## src/shared/csp_pkg.sv

```systemverilog
// package: constants and types of the configuration status pin block
`default_nettype none
package csp_pkg;
  // **************************************************************
  // timing
  // **************************************************************
  localparam int CLK_PERIOD_NS = 10;
  localparam int MASTER_WAIT_MIN_US = 30;
  localparam int MASTER_WAIT_MAX_US = 300;
  // least time rounds up; 30 us at 10 ns
  localparam int MASTER_WAIT_CYCLES = (MASTER_WAIT_MIN_US * 1000 + CLK_PERIOD_NS - 1) / CLK_PERIOD_NS;
  localparam int POWER_STABLE_CYCLES = 16;
  localparam int CLEAR_CYCLES = 64;
  localparam int CNT_W = 16;
  localparam logic [CNT_W-1:0] CNT_ZERO = 16'h0000;
  // **************************************************************
  // boundary scan
  // **************************************************************
  localparam int CELLS_PER_IO = 3;
  localparam int NUM_IO = 4;
  localparam int SCAN_LEN = CELLS_PER_IO * NUM_IO;
  localparam int IR_W = 4;
  localparam logic [IR_W-1:0] IR_RESET = 4'hF;
  localparam logic [IR_W-1:0] IR_BYPASS = 4'hF;
  localparam logic [IR_W-1:0] IR_EXTEST = 4'h0;
  localparam logic [IR_W-1:0] IR_SAMPLE = 4'h1;
  localparam logic [IR_W-1:0] IR_CFG = 4'h5;
  localparam logic [IR_W-1:0] IR_CAPTURE = 4'h1;

  typedef enum logic [2:0] {
    CSP_POWER, CSP_CLEAR, CSP_WAIT, CSP_DELAY, CSP_CONFIG, CSP_ACTIVE
  } csp_phase_e;

  typedef enum logic [3:0] {
    TAP_RESET, TAP_IDLE, TAP_SEL_DR, TAP_CAP_DR, TAP_SH_DR, TAP_EX1_DR, TAP_PA_DR, TAP_EX2_DR,
    TAP_UPD_DR, TAP_SEL_IR, TAP_CAP_IR, TAP_SH_IR, TAP_EX1_IR, TAP_PA_IR, TAP_EX2_IR, TAP_UPD_IR
  } csp_tap_e;
endpackage : csp_pkg
`default_nettype wire

```

## src/shared/csp_scan_if.sv

```systemverilog
// interface: synchronised test pins and scan results between top and tap
`default_nettype none
interface csp_scan_if;
  import csp_pkg::*;
  logic tckRise;
  logic tdi;
  logic tms;
  logic scanEnable;
  logic tdo;
  logic tdoEnable;
  logic cfgBit;
  logic cfgStrobe;
  logic [SCAN_LEN-1:0] captureCells;
  modport top (output tckRise, output tdi, output tms, output scanEnable, output captureCells,
               input tdo, input tdoEnable, input cfgBit, input cfgStrobe);
  modport tap (input tckRise, input tdi, input tms, input scanEnable, input captureCells,
               output tdo, output tdoEnable, output cfgBit, output cfgStrobe);
endinterface : csp_scan_if
`default_nettype wire

```

## src/core/csp_sync.sv

```systemverilog
// module: three-stage pin synchroniser with agreement filter
`default_nettype none
module csp_sync (
  // clock and reset
  input wire logic mclk,
  input wire logic rst_n,
  // pin and clean level
  input wire logic pin,
  output logic level
);
  logic [2:0] stage;
  logic [2:0] next_stage;
  logic next_level;

  always_comb begin
    next_stage = {stage[1:0], pin};
    // first stage is read only by the second
    next_level = (stage[2] == stage[1]) ? stage[1] : level;
  end

  always_ff @(posedge mclk or negedge rst_n) begin
    if (!rst_n) begin
      stage <= 3'h7;
      level <= 1'b1;
    end else begin
      stage <= next_stage;
      level <= next_level;
    end
  end
endmodule : csp_sync
`default_nettype wire

```

## src/core/csp_tap.sv

```systemverilog
// module: boundary-scan test access port, instruction and data registers
`default_nettype none
module csp_tap
  import csp_pkg::*;
(
  // clock and reset
  input wire logic mclk,
  input wire logic rst_n,
  // scan channel
  csp_scan_if.tap scan
);
  csp_tap_e state;
  csp_tap_e next_state;
  logic [IR_W-1:0] irShift;
  logic [IR_W-1:0] next_irShift;
  logic [IR_W-1:0] ir;
  logic [IR_W-1:0] next_ir;
  logic [SCAN_LEN-1:0] bsr;
  logic [SCAN_LEN-1:0] next_bsr;
  logic bypassBit;
  logic next_bypassBit;
  logic next_tdo;
  logic next_tdoEnable;
  logic next_cfgBit;
  logic next_cfgStrobe;

  function automatic csp_tap_e tapNext(input csp_tap_e s, input logic tms);
    case (s)
      TAP_RESET: tapNext = tms ? TAP_RESET : TAP_IDLE;
      TAP_IDLE: tapNext = tms ? TAP_SEL_DR : TAP_IDLE;
      TAP_SEL_DR: tapNext = tms ? TAP_SEL_IR : TAP_CAP_DR;
      TAP_CAP_DR: tapNext = tms ? TAP_EX1_DR : TAP_SH_DR;
      TAP_SH_DR: tapNext = tms ? TAP_EX1_DR : TAP_SH_DR;
      TAP_EX1_DR: tapNext = tms ? TAP_UPD_DR : TAP_PA_DR;
      TAP_PA_DR: tapNext = tms ? TAP_EX2_DR : TAP_PA_DR;
      TAP_EX2_DR: tapNext = tms ? TAP_UPD_DR : TAP_SH_DR;
      TAP_UPD_DR: tapNext = tms ? TAP_SEL_DR : TAP_IDLE;
      TAP_SEL_IR: tapNext = tms ? TAP_RESET : TAP_CAP_IR;
      TAP_CAP_IR: tapNext = tms ? TAP_EX1_IR : TAP_SH_IR;
      TAP_SH_IR: tapNext = tms ? TAP_EX1_IR : TAP_SH_IR;
      TAP_EX1_IR: tapNext = tms ? TAP_UPD_IR : TAP_PA_IR;
      TAP_PA_IR: tapNext = tms ? TAP_EX2_IR : TAP_PA_IR;
      TAP_EX2_IR: tapNext = tms ? TAP_UPD_IR : TAP_SH_IR;
      TAP_UPD_IR: tapNext = tms ? TAP_SEL_DR : TAP_IDLE;
      default: tapNext = TAP_RESET;
    endcase
  endfunction : tapNext

  always_comb begin
    next_state = state;
    next_irShift = irShift;
    next_ir = ir;
    next_bsr = bsr;
    next_bypassBit = bypassBit;
    next_tdo = scan.tdo;
    next_tdoEnable = scan.tdoEnable;
    next_cfgBit = scan.cfgBit;
    next_cfgStrobe = 1'b0;
    if (!scan.scanEnable) begin
      // scan disabled: controller held in reset
      next_state = TAP_RESET;
      next_ir = IR_RESET;
      next_tdoEnable = 1'b0;
    end else if (scan.tckRise) begin
      next_state = tapNext(state, scan.tms);
      case (state)
        TAP_RESET: next_ir = IR_RESET;
        TAP_CAP_IR: next_irShift = IR_CAPTURE;
        TAP_SH_IR: next_irShift = {scan.tdi, irShift[IR_W-1:1]};
        TAP_UPD_IR: next_ir = irShift;
        TAP_CAP_DR: begin
          if (ir == IR_EXTEST || ir == IR_SAMPLE) begin
            next_bsr = scan.captureCells;
          end
          next_bypassBit = 1'b0;
        end
        TAP_SH_DR: begin
          if (ir == IR_EXTEST || ir == IR_SAMPLE) begin
            next_bsr = {scan.tdi, bsr[SCAN_LEN-1:1]};
          end else if (ir == IR_CFG) begin
            next_cfgBit = scan.tdi;
            next_cfgStrobe = 1'b1;
          end
          next_bypassBit = scan.tdi;
        end
        default: begin
        end
      endcase
      // tdo changes on the same tck rise as the shift-state decision
      case (next_state)
        TAP_SH_IR: next_tdo = irShift[0];
        TAP_SH_DR: next_tdo = (ir == IR_EXTEST || ir == IR_SAMPLE) ? next_bsr[0] : next_bypassBit;
        default: next_tdo = scan.tdo;
      endcase
      next_tdoEnable = (next_state == TAP_SH_IR) || (next_state == TAP_SH_DR);
    end
  end

  always_ff @(posedge mclk or negedge rst_n) begin
    if (!rst_n) begin
      state <= TAP_RESET;
      irShift <= IR_RESET;
      ir <= IR_RESET;
      bsr <= '0;
      bypassBit <= 1'b0;
      scan.tdo <= 1'b0;
      scan.tdoEnable <= 1'b0;
      scan.cfgBit <= 1'b0;
      scan.cfgStrobe <= 1'b0;
    end else begin
      state <= next_state;
      irShift <= next_irShift;
      ir <= next_ir;
      bsr <= next_bsr;
      bypassBit <= next_bypassBit;
      scan.tdo <= next_tdo;
      scan.tdoEnable <= next_tdoEnable;
      scan.cfgBit <= next_cfgBit;
      scan.cfgStrobe <= next_cfgStrobe;
    end
  end
endmodule : csp_tap
`default_nettype wire

```

## src/core/config_status_pins.sv

```systemverilog
// module: configuration status, init handshake and test-pin hand-over
// **************************************************************
// **************************************************************
`default_nettype none
module config_status_pins
  import csp_pkg::*;
(
  // clock and reset
  input wire logic mclk,
  input wire logic rst_n,
  // options
  input wire logic masterMode,
  input wire logic scanPrimitiveUsed,
  // configuration engine
  input wire logic cfgDataError,
  input wire logic cfgDone,
  output logic ioActive,
  output logic cfgBusy,
  output logic scanCfgBit,
  output logic scanCfgStrobe,
  // busy indicator pins
  input wire logic userHighOut,
  input wire logic userHighOe,
  input wire logic userLowOut,
  input wire logic userLowOe,
  output logic busyHighOut,
  output logic busyHighOe,
  output logic busyLowOut,
  output logic busyLowOe,
  // init pin
  input wire logic initIn,
  input wire logic userInitOut,
  input wire logic userInitOe,
  output logic initOut,
  output logic initOe,
  output logic userInitIn,
  // test pins
  input wire logic tdiIn,
  input wire logic tckIn,
  input wire logic tmsIn,
  input wire logic [NUM_IO-1:0] ioPadIn,
  input wire logic userTestOut,
  input wire logic userTestOe,
  output logic tdoOut,
  output logic tdoOe,
  output logic userTdi,
  output logic userTck,
  output logic userTms
);
  // **************************************************************
  // synchronisers
  // **************************************************************
  logic initLevel;
  logic tdiLevel;
  logic tckLevel;
  logic tmsLevel;

  csp_sync uInitSync (.mclk(mclk), .rst_n(rst_n), .pin(initIn), .level(initLevel));
  csp_sync uTdiSync (.mclk(mclk), .rst_n(rst_n), .pin(tdiIn), .level(tdiLevel));
  csp_sync uTckSync (.mclk(mclk), .rst_n(rst_n), .pin(tckIn), .level(tckLevel));
  csp_sync uTmsSync (.mclk(mclk), .rst_n(rst_n), .pin(tmsIn), .level(tmsLevel));

  // **************************************************************
  // configuration phase sequencer
  // **************************************************************
  csp_phase_e phase;
  csp_phase_e next_phase;
  logic [CNT_W-1:0] count;
  logic [CNT_W-1:0] next_count;
  logic errorSeen;
  logic next_errorSeen;

  always_comb begin
    next_phase = phase;
    next_count = (count == CNT_ZERO) ? CNT_ZERO : count - 16'h0001;
    next_errorSeen = errorSeen;
    case (phase)
      CSP_POWER: begin
        if (count == CNT_ZERO) begin
          next_phase = CSP_CLEAR;
          next_count = CNT_W'(CLEAR_CYCLES - 1);
        end
      end
      CSP_CLEAR: begin
        if (count == CNT_ZERO) begin
          next_phase = CSP_WAIT;
        end
      end
      CSP_WAIT: begin
        // host holding init low keeps us here
        if (initLevel) begin
          if (masterMode) begin
            next_phase = CSP_DELAY;
            next_count = CNT_W'(MASTER_WAIT_CYCLES - 1);
          end else begin
            next_phase = CSP_CONFIG;
          end
        end
      end
      CSP_DELAY: begin
        if (!initLevel) begin
          next_phase = CSP_WAIT;
        end else if (count == CNT_ZERO) begin
          next_phase = CSP_CONFIG;
        end
      end
      CSP_CONFIG: begin
        if (cfgDataError) begin
          next_errorSeen = 1'b1;
        end
        if (cfgDone && !errorSeen && !cfgDataError) begin
          next_phase = CSP_ACTIVE;
        end
      end
      CSP_ACTIVE: begin
      end
      default: next_phase = CSP_POWER;
    endcase
  end

  always_ff @(posedge mclk or negedge rst_n) begin
    if (!rst_n) begin
      phase <= CSP_POWER;
      count <= CNT_W'(POWER_STABLE_CYCLES - 1);
      errorSeen <= 1'b0;
    end else begin
      phase <= next_phase;
      count <= next_count;
      errorSeen <= next_errorSeen;
    end
  end

  // **************************************************************
  // pin muxing, all registered
  // **************************************************************
  logic active;
  logic scanOn;
  logic tckLevelDly;
  logic next_tckLevelDly;
  logic [SCAN_LEN-1:0] cells;
  logic next_ioActive;
  logic next_cfgBusy;
  logic next_busyHighOut;
  logic next_busyHighOe;
  logic next_busyLowOut;
  logic next_busyLowOe;
  logic next_initOut;
  logic next_initOe;
  logic next_userInitIn;
  logic next_tdoOut;
  logic next_tdoOe;
  logic next_userTdi;
  logic next_userTck;
  logic next_userTms;
  logic next_scanCfgBit;
  logic next_scanCfgStrobe;

  csp_scan_if scanBus ();

  // per io block: input, output and enable cells
  genvar gi;
  generate
    for (gi = 0; gi < NUM_IO; gi++) begin : gCells
      assign cells[gi*CELLS_PER_IO] = ioPadIn[gi];
      assign cells[gi*CELLS_PER_IO+1] = userTestOut;
      assign cells[gi*CELLS_PER_IO+2] = userTestOe;
    end
  endgenerate

  assign active = (phase == CSP_ACTIVE);
  // scan stays alive during configuration; afterwards only if the primitive is placed
  assign scanOn = !active || scanPrimitiveUsed;
  assign scanBus.tckRise = tckLevel && !tckLevelDly;
  assign scanBus.tdi = tdiLevel;
  assign scanBus.tms = tmsLevel;
  assign scanBus.scanEnable = scanOn;
  assign scanBus.captureCells = cells;

  csp_tap uTap (.mclk(mclk), .rst_n(rst_n), .scan(scanBus));

  always_comb begin
    next_tckLevelDly = tckLevel;
    next_ioActive = active;
    next_cfgBusy = !active;
    // busy indicators during configuration, user afterwards
    next_busyHighOut = active ? userHighOut : 1'b1;
    next_busyHighOe = active ? userHighOe : 1'b1;
    next_busyLowOut = active ? userLowOut : 1'b0;
    next_busyLowOe = active ? userLowOe : 1'b1;
    // open drain: only ever drive low while configuring
    next_initOut = 1'b0;
    case (phase)
      CSP_POWER, CSP_CLEAR: next_initOe = 1'b1;
      CSP_CONFIG: next_initOe = errorSeen || cfgDataError;
      CSP_ACTIVE: begin
        next_initOut = userInitOut;
        next_initOe = userInitOe;
      end
      default: next_initOe = 1'b0;
    endcase
    next_userInitIn = active ? initLevel : 1'b1;
    next_tdoOut = scanOn ? scanBus.tdo : userTestOut;
    next_tdoOe = scanOn ? scanBus.tdoEnable : (active && userTestOe);
    // readable by user logic after configuration in both cases
    next_userTdi = active ? tdiLevel : 1'b0;
    next_userTck = active ? tckLevel : 1'b0;
    next_userTms = active ? tmsLevel : 1'b0;
    next_scanCfgBit = scanBus.cfgBit;
    next_scanCfgStrobe = scanBus.cfgStrobe && !active;
  end

  always_ff @(posedge mclk or negedge rst_n) begin
    if (!rst_n) begin
      tckLevelDly <= 1'b1;
      ioActive <= 1'b0;
      cfgBusy <= 1'b1;
      busyHighOut <= 1'b1;
      busyHighOe <= 1'b1;
      busyLowOut <= 1'b0;
      busyLowOe <= 1'b1;
      initOut <= 1'b0;
      initOe <= 1'b1;
      userInitIn <= 1'b1;
      tdoOut <= 1'b0;
      tdoOe <= 1'b0;
      userTdi <= 1'b0;
      userTck <= 1'b0;
      userTms <= 1'b0;
      scanCfgBit <= 1'b0;
      scanCfgStrobe <= 1'b0;
    end else begin
      tckLevelDly <= next_tckLevelDly;
      ioActive <= next_ioActive;
      cfgBusy <= next_cfgBusy;
      busyHighOut <= next_busyHighOut;
      busyHighOe <= next_busyHighOe;
      busyLowOut <= next_busyLowOut;
      busyLowOe <= next_busyLowOe;
      initOut <= next_initOut;
      initOe <= next_initOe;
      userInitIn <= next_userInitIn;
      tdoOut <= next_tdoOut;
      tdoOe <= next_tdoOe;
      userTdi <= next_userTdi;
      userTck <= next_userTck;
      userTms <= next_userTms;
      scanCfgBit <= next_scanCfgBit;
      scanCfgStrobe <= next_scanCfgStrobe;
    end
  end
endmodule : config_status_pins
`default_nettype wire

```

## config.mk

```make
export PLATFORM = sky130hd
export DESIGN_NAME = config_status_pins
export DESIGN_NICKNAME = d
export VERILOG_FILES = /design/src/shared/csp_pkg.sv /design/src/shared/csp_scan_if.sv /design/src/core/csp_sync.sv /design/src/core/csp_tap.sv /design/src/core/config_status_pins.sv
export SDC_FILE = /design/constraint.sdc
export NUM_CORES = 1
export LEC_CHECK = 0
export BUFFER_PORTS_ARGS = -buffer_cell sky130_fd_sc_hd__buf_2
export CAP_MARGIN = 30
export CORE_AREA = 2 2 80 82
export CTS_CLUSTER_DIAMETER = 120
export DETAILED_ROUTE_END_ITERATION = 7
export DIE_AREA = 0 0 82 84
export MAX_ROUTING_LAYER = met4
export PLACE_DENSITY = 0.92
export SETUP_SLACK_MARGIN = 0.5
export SLEW_MARGIN = 20
export SYNTH_ARGS = -nofsm -noshare
export SYNTH_HDL_FRONTEND = slang
export SYNTH_SLANG_ARGS = --single-unit
```

## constraint.sdc

```tcl
create_clock -name mclk -period 3.6 [get_ports mclk]
set_input_delay 0 -clock mclk [delete_from_list [all_inputs] [get_ports mclk]]
set_output_delay 0 -clock mclk [all_outputs]
set_load 0.005 [all_outputs]
```

==> flow_summary.ini, run 1 <==
[synth]
ys_ff_latch = 82
synthDistinctLibCells = 60
synth_top_family_by_area = simple AND/OR/NAND/NOR gates
yosysTopAreaCell = dfrtp_1
yosysWarnings = 0
netlist_area_sq_um = 3670
synthesis.nets = 363
synthTopCellsByCount = dfrtp_1 (47), dfstp_2 (35), nor2_1 (26), nand2_1 (22), a21oi_1 (19)
avgSynthCellArea_sq_um = 10.8
synth_adder_area_share_pct = 1.77
synth_top_area_share_pct = 32.1
synth_edf_count = 0
synth_area_leaders = dfrtp_1 (32%), dfstp_2 (25%), nor2_1 (2.7%)
synthCells = 339
synth.most_common_cell = dfrtp_1
synth_xor_area_share_pct = 3.58
synth-seq-area-share_pct = 57.2
synthSimpleGateAreaFrac_pct = 19.5
muxShareOfSynthArea_pct = 1.50
synth-compound-area-share_pct = 13.4
async_reset_ff_share_pct = 100
ys_dominant_reg_cell = dfrtp_1

[critical_path]
cp.required_ps = 3870
path_class = flip-flop to flip-flop
startpoint_type = flip-flop
crit_chain = nor4bb_2, buf_4, nor2_1, o211ai_1, buf_4, nand2_1, o21ai_1
worstPathArrival_ps = 2690
slowest_delay_ps = 660
cp_max_fo = 18
endpoint_kind = flip-flop
path_common_cell = buf_4
cpMaxStageDelayCell = dfrtp_1

[clock_tree]
cts-htree-levels = 3
cts-buffers-inserted = 9
cts.clk_slew.worst_paths_ps = 100
post_cts_buffers = 0
cts-root-buf = clkbuf_8
cts_resized = 0
clkLatencyLatePin_ps = 360
clk_path_buf_depth = 2
tritoncts = done
cts.sinks = 82

[power_and_ir_drop]
totalPowerFinal_mw = 2.59
total_leakage_power_nw = 1.76
power.density_nw_per_um2 = 607
ir_worst_vdd_mv = 0.301

[detailed_routing]
final_antenna_net_count = 0
vias = 2872
drcViolationCount = 0
drtIter0Drc = 338
firstDrtPassIters = 5
routed_wl_um = 7860
wire_per_inst_um = 16.7
avgViaCountPerCell = 6.10

[timing]
worstMarginPinSlew_ps = 763
rsz0062_at_grt = no
finClkSkew_ps = 20.1
clock.fmax_mhz = 415
finalMaxSlewViolations = 0
finalSetupViolations = 0
slew_headroom_pct = 48.9
period_minus_slack_ps = 2410
final.setup.worst_slack_ps = 1190
finalCritPeriodShare_pct = 67.0
finalHoldViolCount = 0
tns_ps = 0

[floorplan]
die_height_um = 84
fp.dieW_um = 82
start_util_pct = 60.1
io_pins = 38
core-area_sq_um = 6100
die-area_sq_um = 6890
row_count = 29

[global_routing]
grt.overflow.total = 0
grt_pass1_vias = 2774
track_usage_pct = 24.9
grt_pass1_wl_um = 12900
grt_max_degree = 83
antenna_found_initial = 0

[worst_hold_path]
hp-class = primary input to flip-flop

[place]
io_buffers = 37
place_hpwl_um = 4950
pre_cts_ws_ps = 1320
place_congestion = 0.890

[finish]
antennaDiodeCount = 0
syn2layout_area_growth_pct = 16.2
nNetsFinal = 413
final_layout_size_suffix_gt1_share_pct = 27.9

[flow_run]
cap_violations = 0

[status]
outcome = finished, final reports clean
[metrics by stage]
stage               util, %  area [sq um]  hold WS [ps]  instances
finish                 69.9          4260          60.5        471
global route           69.9          4260          81.9        471
CTS                    69.6          4240          45.0        470
detailed placement     63.9          3890           108        438
global placement       63.9          3890           106        438
floorplan                 -          3670          -296        339
[power breakdown]
group	switching, mW	total (mW)	internal [mW]	leakage (nW)
combinational	0.310	0.600	0.290	0.695
clock	0.341	0.616	0.275	0.0891
sequential	0.235	1.37	1.14	0.977
[critical path, delay by kind of cell, from the launching register on]
kind,cells,cell delay [ps]
AND/OR/NAND/NOR,3,570
AO/OA/AOI/OAI,2,500
flip-flops,1,660
buffers and inverters,2,600
[worst paths after layout]
kind                                             start                           to  slack (ps)  cells past startpoint
setup / recovery                  phase[0]$_DFFE_PN0P_     uTap.bsr[10]$_DFFE_PN0P_        1190                      7
hold / removal                              ioPadIn[1]      uTap.bsr[3]$_DFFE_PN0P_          60                      3
setup reg to reg                  phase[0]$_DFFE_PN0P_     uTap.bsr[10]$_DFFE_PN0P_        1190                      7
hold reg to reg            uTdiSync.stage[0]$_DFF_PN1_  uTdiSync.stage[1]$_DFF_PN1_         350                      0
max in group asynchronous                        rst_n  uTap.irShift[0]$_DFFE_PN1P_        2800                      3
min in group asynchronous                        rst_n         phase[0]$_DFFE_PN0P_         140                      2
[cells in the final DEF, fill, tap and decap left out, types with 3 or more instances in the layout]
cell,netlist,routed
o21ai_0,15,15
nor4_1,5,5
xnor2_1,9,9
nand2_1,22,22
and3_1,9,9
nand2b_1,6,6
mux2_2,4,4
o21ai_1,13,13
inv_1,9,9
maj3_1,4,4
clkinv_4,0,3
dfrtp_1,47,47
buf_2,6,36
a211oi_1,3,3
nand3_1,6,6
a22oi_1,4,4
xor2_1,6,6
clkbuf_8,0,10
nor2b_1,7,7
nand3b_1,3,3
buf_4,0,3
nor2_1,26,26
a21oi_1,19,19
nand4_1,4,4
a31oi_1,6,6
dfstp_2,35,35
nor3_1,17,17
nor4_2,3,3
dlygate4sd3_1,0,16
[repair_timing]
action                                  in CTS  in global routing
hold buffers                                16                  0
endpoints found under the setup margin       0                  0
endpoints found under the hold margin       62                  0
[registers in the layout, indices dropped and copies added (netlist names), 3 cells and up]
name / flops
uTdiSync.stage: 3
uTap.bsr: 12
uTap.irShift: 4
uTap.state: 4
uTap.ir: 4
uTmsSync.stage: 3
phase: 3
count: 16
uTckSync.stage: 3
uInitSync.stage: 3
[per-layer routing]
| layer | global-route usage (%) | wire (um) |
|---|---|---|
| met5 | - | 0 |
| met4 | 11.1 | 178 |
| met3 | 3.90 | 511 |
| met2 | 38.4 | 3820 |
| met1 | 32.2 | 3350 |
[logic make-up after synthesis]
family	Yosys count
compound gates	79
xor+xnor	15
fa+ha+maj	6
buf+inv	26
flops	82
mux	5
simple gates	126
[final cells by class]
cell class                 instances  area, sq um
inverter                           9         33.8
sequential                        82         2100
clock buffer                      10          138
clock inverter                     6         50.0
multi-input combinational        231         1460
timing repair buffer              56          383
tap                               77         96.3
fill                             401         1840
(Power assumes the default switching activity.)
==> inputs of run 2 (changes only) <==
Settings changed: CORE_AREA 2 2 80 82 to 2 2 83 85, DIE_AREA 0 0 82 84 to 0 0 85 87, PLACE_DENSITY 0.92 to 0.87.
Clock period 3.6 ns to 2.27 ns, I/O delays scaled along.
==> run 2 against run 1 <==
Compared with the run above: via count rose by 4.7%; sequential share of layout area down 3.7 points; final cell count increased by 5.3%; non-clock buffer count increased by 22; worst setup slack got worse by 790 ps; final area up 8.3%; clock skew grew 4.0 ps; critical path depth down 2; sequential cell count did not move; global-route usage shrank 1.5 points; die area grew 7.4%; register-to-register slack worse by 790 ps; critical path type unchanged; highest routed layer unchanged.
==> flow_summary.ini, run 2 (synthesis gave the netlist of run 1 again) <==
[finish]
regMostFlops = count
largest_register_ffs = 16
syn2layout_area_growth_pct = 25.9
nNetsFinal = 435
layout_commonest_cell = dfrtp_1
top_regs = count x16, uTap.bsr x12
multi_input_area_sq_um = 1580
final_cell_mix = dfrtp_1 (43), buf_2 (37), dfstp_2 (35)
ff_latch_area_sq_um = 2100
antennaDiodeCount = 0
fillers = 370
final_layout_size_suffix_gt1_share_pct = 35.1
stdcell_area_sq_um = 4610

[worst_hold_path]
hp-class = primary input to flip-flop

[place]
io_buffers = 37
place_congestion = 0.850
place_hpwl_um = 4750
placed_area_sq_um = 3960

[floorplan]
start_util_pct = 55.8
core-area_sq_um = 6570
fp.dieW_um = 85
die_height_um = 87
row_count = 30
io_pins = 38
die-area_sq_um = 7400

[critical_path]
worstPathArrival_ps = 2160
cp.required_ps = 2560
cpMaxStageDelayCell = or4_4
slowest_delay_ps = 520
cp_max_fo = 7
cp_num_buf_inv = 1
endpoint_kind = flip-flop
path_class = flip-flop to flip-flop
crit_chain = or4_4, nor4_4, nand2_2, buf_6, a31oi_1
startpoint_type = flip-flop
cp_top_family = simple AND/OR/NAND/NOR gates

[detailed_routing]
avgViaCountPerCell = 6.06
routed_wl_um = 8870
wire_per_inst_um = 17.9
firstDrtPassIters = 5
final_antenna_net_count = 0
drtIter0Drc = 341
drcViolationCount = 0
vias = 3008

[clock_tree]
cts-htree-levels = 3
tritoncts = done
clkLatencyLatePin_ps = 360
cts-buffers-inserted = 9
clk_path_buf_depth = 2
cts.sinks = 82
cts-root-buf = clkbuf_8
cts.clk_slew.worst_paths_ps = 100

[global_routing]
grt_pass1_wl_um = 13200
grt_max_degree = 83
track_usage_pct = 23.3
grt_pass1_vias = 2698
antenna_found_initial = 0
grt.overflow.total = 0

[timing]
finalSetupViolations = 0
finalHoldViolCount = 0
finClkSkew_ps = 24.1
finalMaxSlewViolations = 0
slew_headroom_pct = 48.3
clock.fmax_mhz = 533
rsz0062_at_grt = yes
tns_ps = 0
finalCritPeriodShare_pct = 82.6
worstMarginPinSlew_ps = 770
period_minus_slack_ps = 1880

[power_and_ir_drop]
power.density_nw_per_um2 = 1020
total_leakage_power_nw = 1.93
ir_worst_vdd_mv = 0.654

[flow_run]
cap_violations = 0

[status]
outcome = finished, final reports clean
## run 2: cell types whose count changed in the layout (fill, tap and decap cells not counted), sizes merged
cell | before | now
bufinv | 0 | 3
buf | 40 | 61
inv | 10 | 9
clkinvlp | 2 | 0
dlygate4sd3 | 16 | 17
## run 2: final cells by class
class | instances | share of cell area (%)
Sequential cell | 82 | 45.5
Tap cell | 80 | 2.17
Clock inverter | 6 | 2.52
Clock buffer | 10 | 2.77
Timing Repair Buffer | 78 | 12.1
Inverter | 9 | 0.732
Multi-Input combinational cell | 231 | 34.2
## run 2: where the power goes
| part | switching (mW) | internal (mW) |
|---|---|---|
| logic | 0.721 | 0.600 |
| registers | 0.295 | 1.81 |
| clock network | 0.535 | 0.737 |
## run 2: per-layer routing
metal / global-route usage [%] / share of wire, % / wire length, um
met1: 30.2 / 40 / 3560
met2: 36.7 / 50 / 4410
met3: 3.41 / 7.1 / 630
met4: 10.7 / 2.9 / 260
met5: - / 0 / 0
## run 2: stage by stage
| stage | utilization [%] | cells | setup slack [ps] | hold WS [ps] | power, mW |
|---|---|---|---|---|---|
| finish | 70.2 | 496 | 395 | 63.6 | 4.70 |
| global route | 70.2 | 496 | 293 | 70.3 | 4.93 |
| CTS | 67.5 | 484 | 450 | 3.04 | 4.46 |
| detailed placement | 60.3 | 449 | 347 | 106 | 3.13 |
| global placement | 60.3 | 449 | 410 | 106 | 3.07 |
| floorplan | - | 339 | 511 | -296 | 2.80 |
## run 2: worst paths after layout
check                                            start  cells after the start                     endpoint  slack (ps)
setup / recovery                   count[11]$_DFF_PN0_                      5           count[4]$_DFF_PN0_         390
hold / removal                              masterMode                      3         phase[1]$_DFFE_PN0P_          60
setup reg to reg                   count[11]$_DFF_PN0_                      5           count[4]$_DFF_PN0_         390
hold reg to reg            uTdiSync.stage[0]$_DFF_PN1_                      0  uTdiSync.stage[1]$_DFF_PN1_         360
max in group asynchronous                        rst_n                      3  uTmsSync.stage[1]$_DFF_PN1_        1430
min in group asynchronous                        rst_n                      2           ioActive$_DFF_PN0_         160
## run 2: repair_timing
action / in CTS / in global routing
buffers inserted: 3 / 10
gates resized for setup: 10 / 20
endpoints found under the setup margin: 28 / 41
endpoints found under the hold margin: 62 / 1
pin swaps: 4 / 5
hold buffers: 16 / 1
## run 2: worst min-delay path, delay by kind of cell
family | cells | cell delay (ps)
buffers and inverters | 1 | 120
AOI/OAI and AO/OA | 2 | 260
==> inputs of run 3 (changes only) <==
Settings changed: ABC_AREA from default to 1, CORE_AREA 2 2 83 85 to 2 2 89 91, DIE_AREA 0 0 85 87 to 0 0 91 93, PLACE_DENSITY 0.87 to 0.84.
Clock period 2.27 ns to 1.7 ns, I/O delays scaled along.
==> run 3 against run 2 <==
Compared with the run above: the flow now finishes with violations (negative setup slack); global-route usage increased by 3.2 points; first-iteration DRC count grew 5.0%; worst hold slack improved by 84 ps; clock power increased by 14%; register-to-register slack worse by 580 ps; fmax down 0.70%; area after synthesis rose by 4.8%; non-clock buffer count increased by 35; largest cell class unchanged; highest routed layer unchanged.
==> flow_summary.ini, run 3 <==
[critical_path]
path_class = flip-flop to flip-flop
crit_chain = nor2_4, nand2_4, nor4_4, nand4_1, nor2_2, nand2_2, inv_4, a21oi_4
cp.required_ps = 1950
r2r-end = count[4]$_DFF_PN0_
r2r_slack_ps = -190
rr_startpoint = count[4]$_DFF_PN0_
cp_max_fo = 4
slowest_delay_ps = 460
reg2reg_depth = 8
worstPathArrival_ps = 2140
startpoint_type = flip-flop
endpoint_kind = flip-flop
cpMaxStageDelayCell = dfrtp_2
cp_num_buf_inv = 1
cp_top_family = simple AND/OR/NAND/NOR gates
critical_path_cell_count = 8

[floorplan]
core-area_sq_um = 7530
row_count = 32
die_height_um = 93
die-area_sq_um = 8460
fp.dieW_um = 91
io_pins = 38
start_util_pct = 51.0

[synth]
synth_edf_count = 0
ys_ff_latch = 82
synthCells = 433
ys_dominant_reg_cell = dfrtp_1
synthTopCellsByCount = nand2_1 (92), nor2_1 (56), inv_1 (51), dfrtp_1 (47), dfstp_2 (35)
yosysTopAreaCell = dfrtp_1
synthesis.nets = 457
synth_area_leaders = dfrtp_1 (31%), dfstp_2 (24%), nand2_1 (9.0%)
synth_top_area_share_pct = 30.6
synthDistinctLibCells = 41
yosysWarnings = 0
synth.most_common_cell = nand2_1
avgSynthCellArea_sq_um = 8.87
synth-seq-area-share_pct = 54.6
netlist_area_sq_um = 3840
async_reset_ff_share_pct = 100

[clock_tree]
cts.clk_slew.worst_paths_ps = 90
clkLatencyLatePin_ps = 370
cts.sinks = 82
cts-htree-levels = 3
tritoncts = done
cts-root-buf = clkbuf_8
clk_path_buf_depth = 2
cts-buffers-inserted = 9

[detailed_routing]
final_antenna_net_count = 0
vias = 3978
firstDrtPassIters = 6
avgViaCountPerCell = 6.01
routed_wl_um = 14200
drtIter0Drc = 358
wire_per_inst_um = 21.4
drcViolationCount = 0

[global_routing]
antenna_found_initial = 0
grt_pass1_wl_um = 17200
grt.overflow.total = 0
use_met2_pct = 43.5
grt_pass1_vias = 3586
top_usage_layer = met2
use_met1_pct = 31.7
use_met3_pct = 4.83
grt_max_degree = 48
track_usage_pct = 26.5

[power_and_ir_drop]
p_int_mw = 3.61
ir_worst_vdd_mv = 0.519
clockPowerShare_pct = 25.1
p_comb_share_pct = 31.4
pwr-share-seq_pct = 43.6
p_switching_mw = 2.16
power.density_nw_per_um2 = 1030
total_leakage_power_nw = 2.65
swShare_pct = 37.4

[finish]
layout_commonest_cell = nand2_1
regMostFlops = count
syn2layout_area_growth_pct = 46.4
top_regs = count x16, uTap.bsr x12
stdcell_area_sq_um = 5620
largest_register_ffs = 16
final_cell_mix = nand2_1 (72), buf_4 (47), dfrtp_1 (39)
nNetsFinal = 579
final_layout_size_suffix_gt1_share_pct = 53.2
antennaDiodeCount = 0

[timing]
clock.fmax_mhz = 530
finalSetupViolations = 13
slew_headroom_pct = 60.3
whs_ps = 147
period_minus_slack_ps = 1890
finalMaxSlewViolations = 0
finClkSkew_ps = 13.8
final.setup.worst_slack_ps = -188
finalCritPeriodShare_pct = 111
rsz0062_at_grt = yes
finalHoldViolCount = 0
worstMarginPinSlew_ps = 595

[place]
place_congestion = 0.962
io_buffers = 37
place_hpwl_um = 5720
placed_area_sq_um = 4320

[status]
failed_checks = negative setup slack
outcome = complete, but fails checks

[worst_hold_path]
min_from = scanPrimitiveUsed
hold_path_end = tdoOut$_DFF_PN0_
hp-class = primary input to flip-flop
whs_path_depth = 6

[flow_run]
cap_violations = 0
run 3: cell types whose count changed in the layout (fill, tap and decap cells not counted), sizes merged, moves of 12 or more:
| cell | delta |
|---|---|
| nor3 | -12 |
| nand3 | +20 |
| inv | +49 |
| nand2 | +78 |
| buf | +33 |
| nor2 | +44 |
run 3: worst max path at each step:
stage	to	from
final	count[4]$_DFF_PN0_	count[4]$_DFF_PN0_
after global routing	count[4]$_DFF_PN0_	count[4]$_DFF_PN0_
after CTS	uTap.scan.tdo$_DFFE_PN0P_	uTckSync.level$_DFFE_PN1N_
after detailed placement	uTap.bsr[5]$_DFFE_PN0P_	uTckSync.level$_DFFE_PN1N_
after global placement	uTap.scan.tdo$_DFFE_PN0P_	uTap.state[3]$_DFFE_PN0P_
after floorplan	uTap.bsr[10]$_DFFE_PN0P_	uTckSync.level$_DFFE_PN1N_
run 3: what timing repair did:
item,in CTS,in global routing
hold endpoints to repair,35,0
endpoints found under the setup margin,54,56
setup buffers,22,27
cloned,2,0
hold buffers,19,0
gates resized for setup,43,106
pin swaps,28,40
run 3: cell families after synthesis:
| group | after synthesis | synth area share (%) |
|---|---|---|
| xor gates and xnor gates | 10 | 2.28 |
| adders and majority gates | 6 | 1.69 |
| and+or+nand+nor | 217 | 26.1 |
| AOI/OAI and AO/OA | 58 | 9.12 |
| buffers and inverters | 60 | 6.22 |
| DFF | 82 | 54.6 |
run 3: worst reg2reg max path, cell delays in order (launching register included):
cell and delay [ps]:
dfrtp_2 460, nor2_4 180, nand2_4 120, nor4_4 340
nand4_1 190, nor2_2 220, nand2_2 120, inv_4 110
a21oi_4 40
run 3: routing by layer:
metal  vias to the layer above  wire length (um)
met2                       332              7030
met5                         -                 0
met4                         0              1060
met3                       105              1140
li1                       1640                 -
met1                      1901              4930
run 3: area by class of cell:
class	instances	area [sq um]
inverters	56	250
fillers	408	1900
multi-input cells	291	2080
clock buffers	12	135
well taps	102	128
repair inverters	2	15.0
clock inverters	4	51.3
repair buffers	113	860
flip-flops and latches	82	2110
run 3: stage by stage:
| stage | worst slack, ps | util, % | power (mW) | setup TNS, ps | std cells |
|---|---|---|---|---|---|
| floorplan | 225 | - | 3.32 | 0 | 433 |
| global placement | 46.1 | 57.4 | 3.61 | 0 | 576 |
| detailed placement | 28.7 | 57.4 | 3.66 | 0 | 576 |
| CTS | 117 | 66.4 | 5.18 | 0 | 635 |
| global route | -229 | 74.7 | 5.97 | -2000 | 662 |
| finish | -188 | 74.7 | 5.77 | -1120 | 662 |
run 3: power groups by stage:
stage	registers (mW)	clock network (mW)	logic, mW
floorplan	2.42	0	0.897
global placement	2.45	0	1.16
detailed placement	2.46	0	1.20
CTS	2.45	1.40	1.34
global route	2.53	1.53	1.90
finish	2.52	1.45	1.81
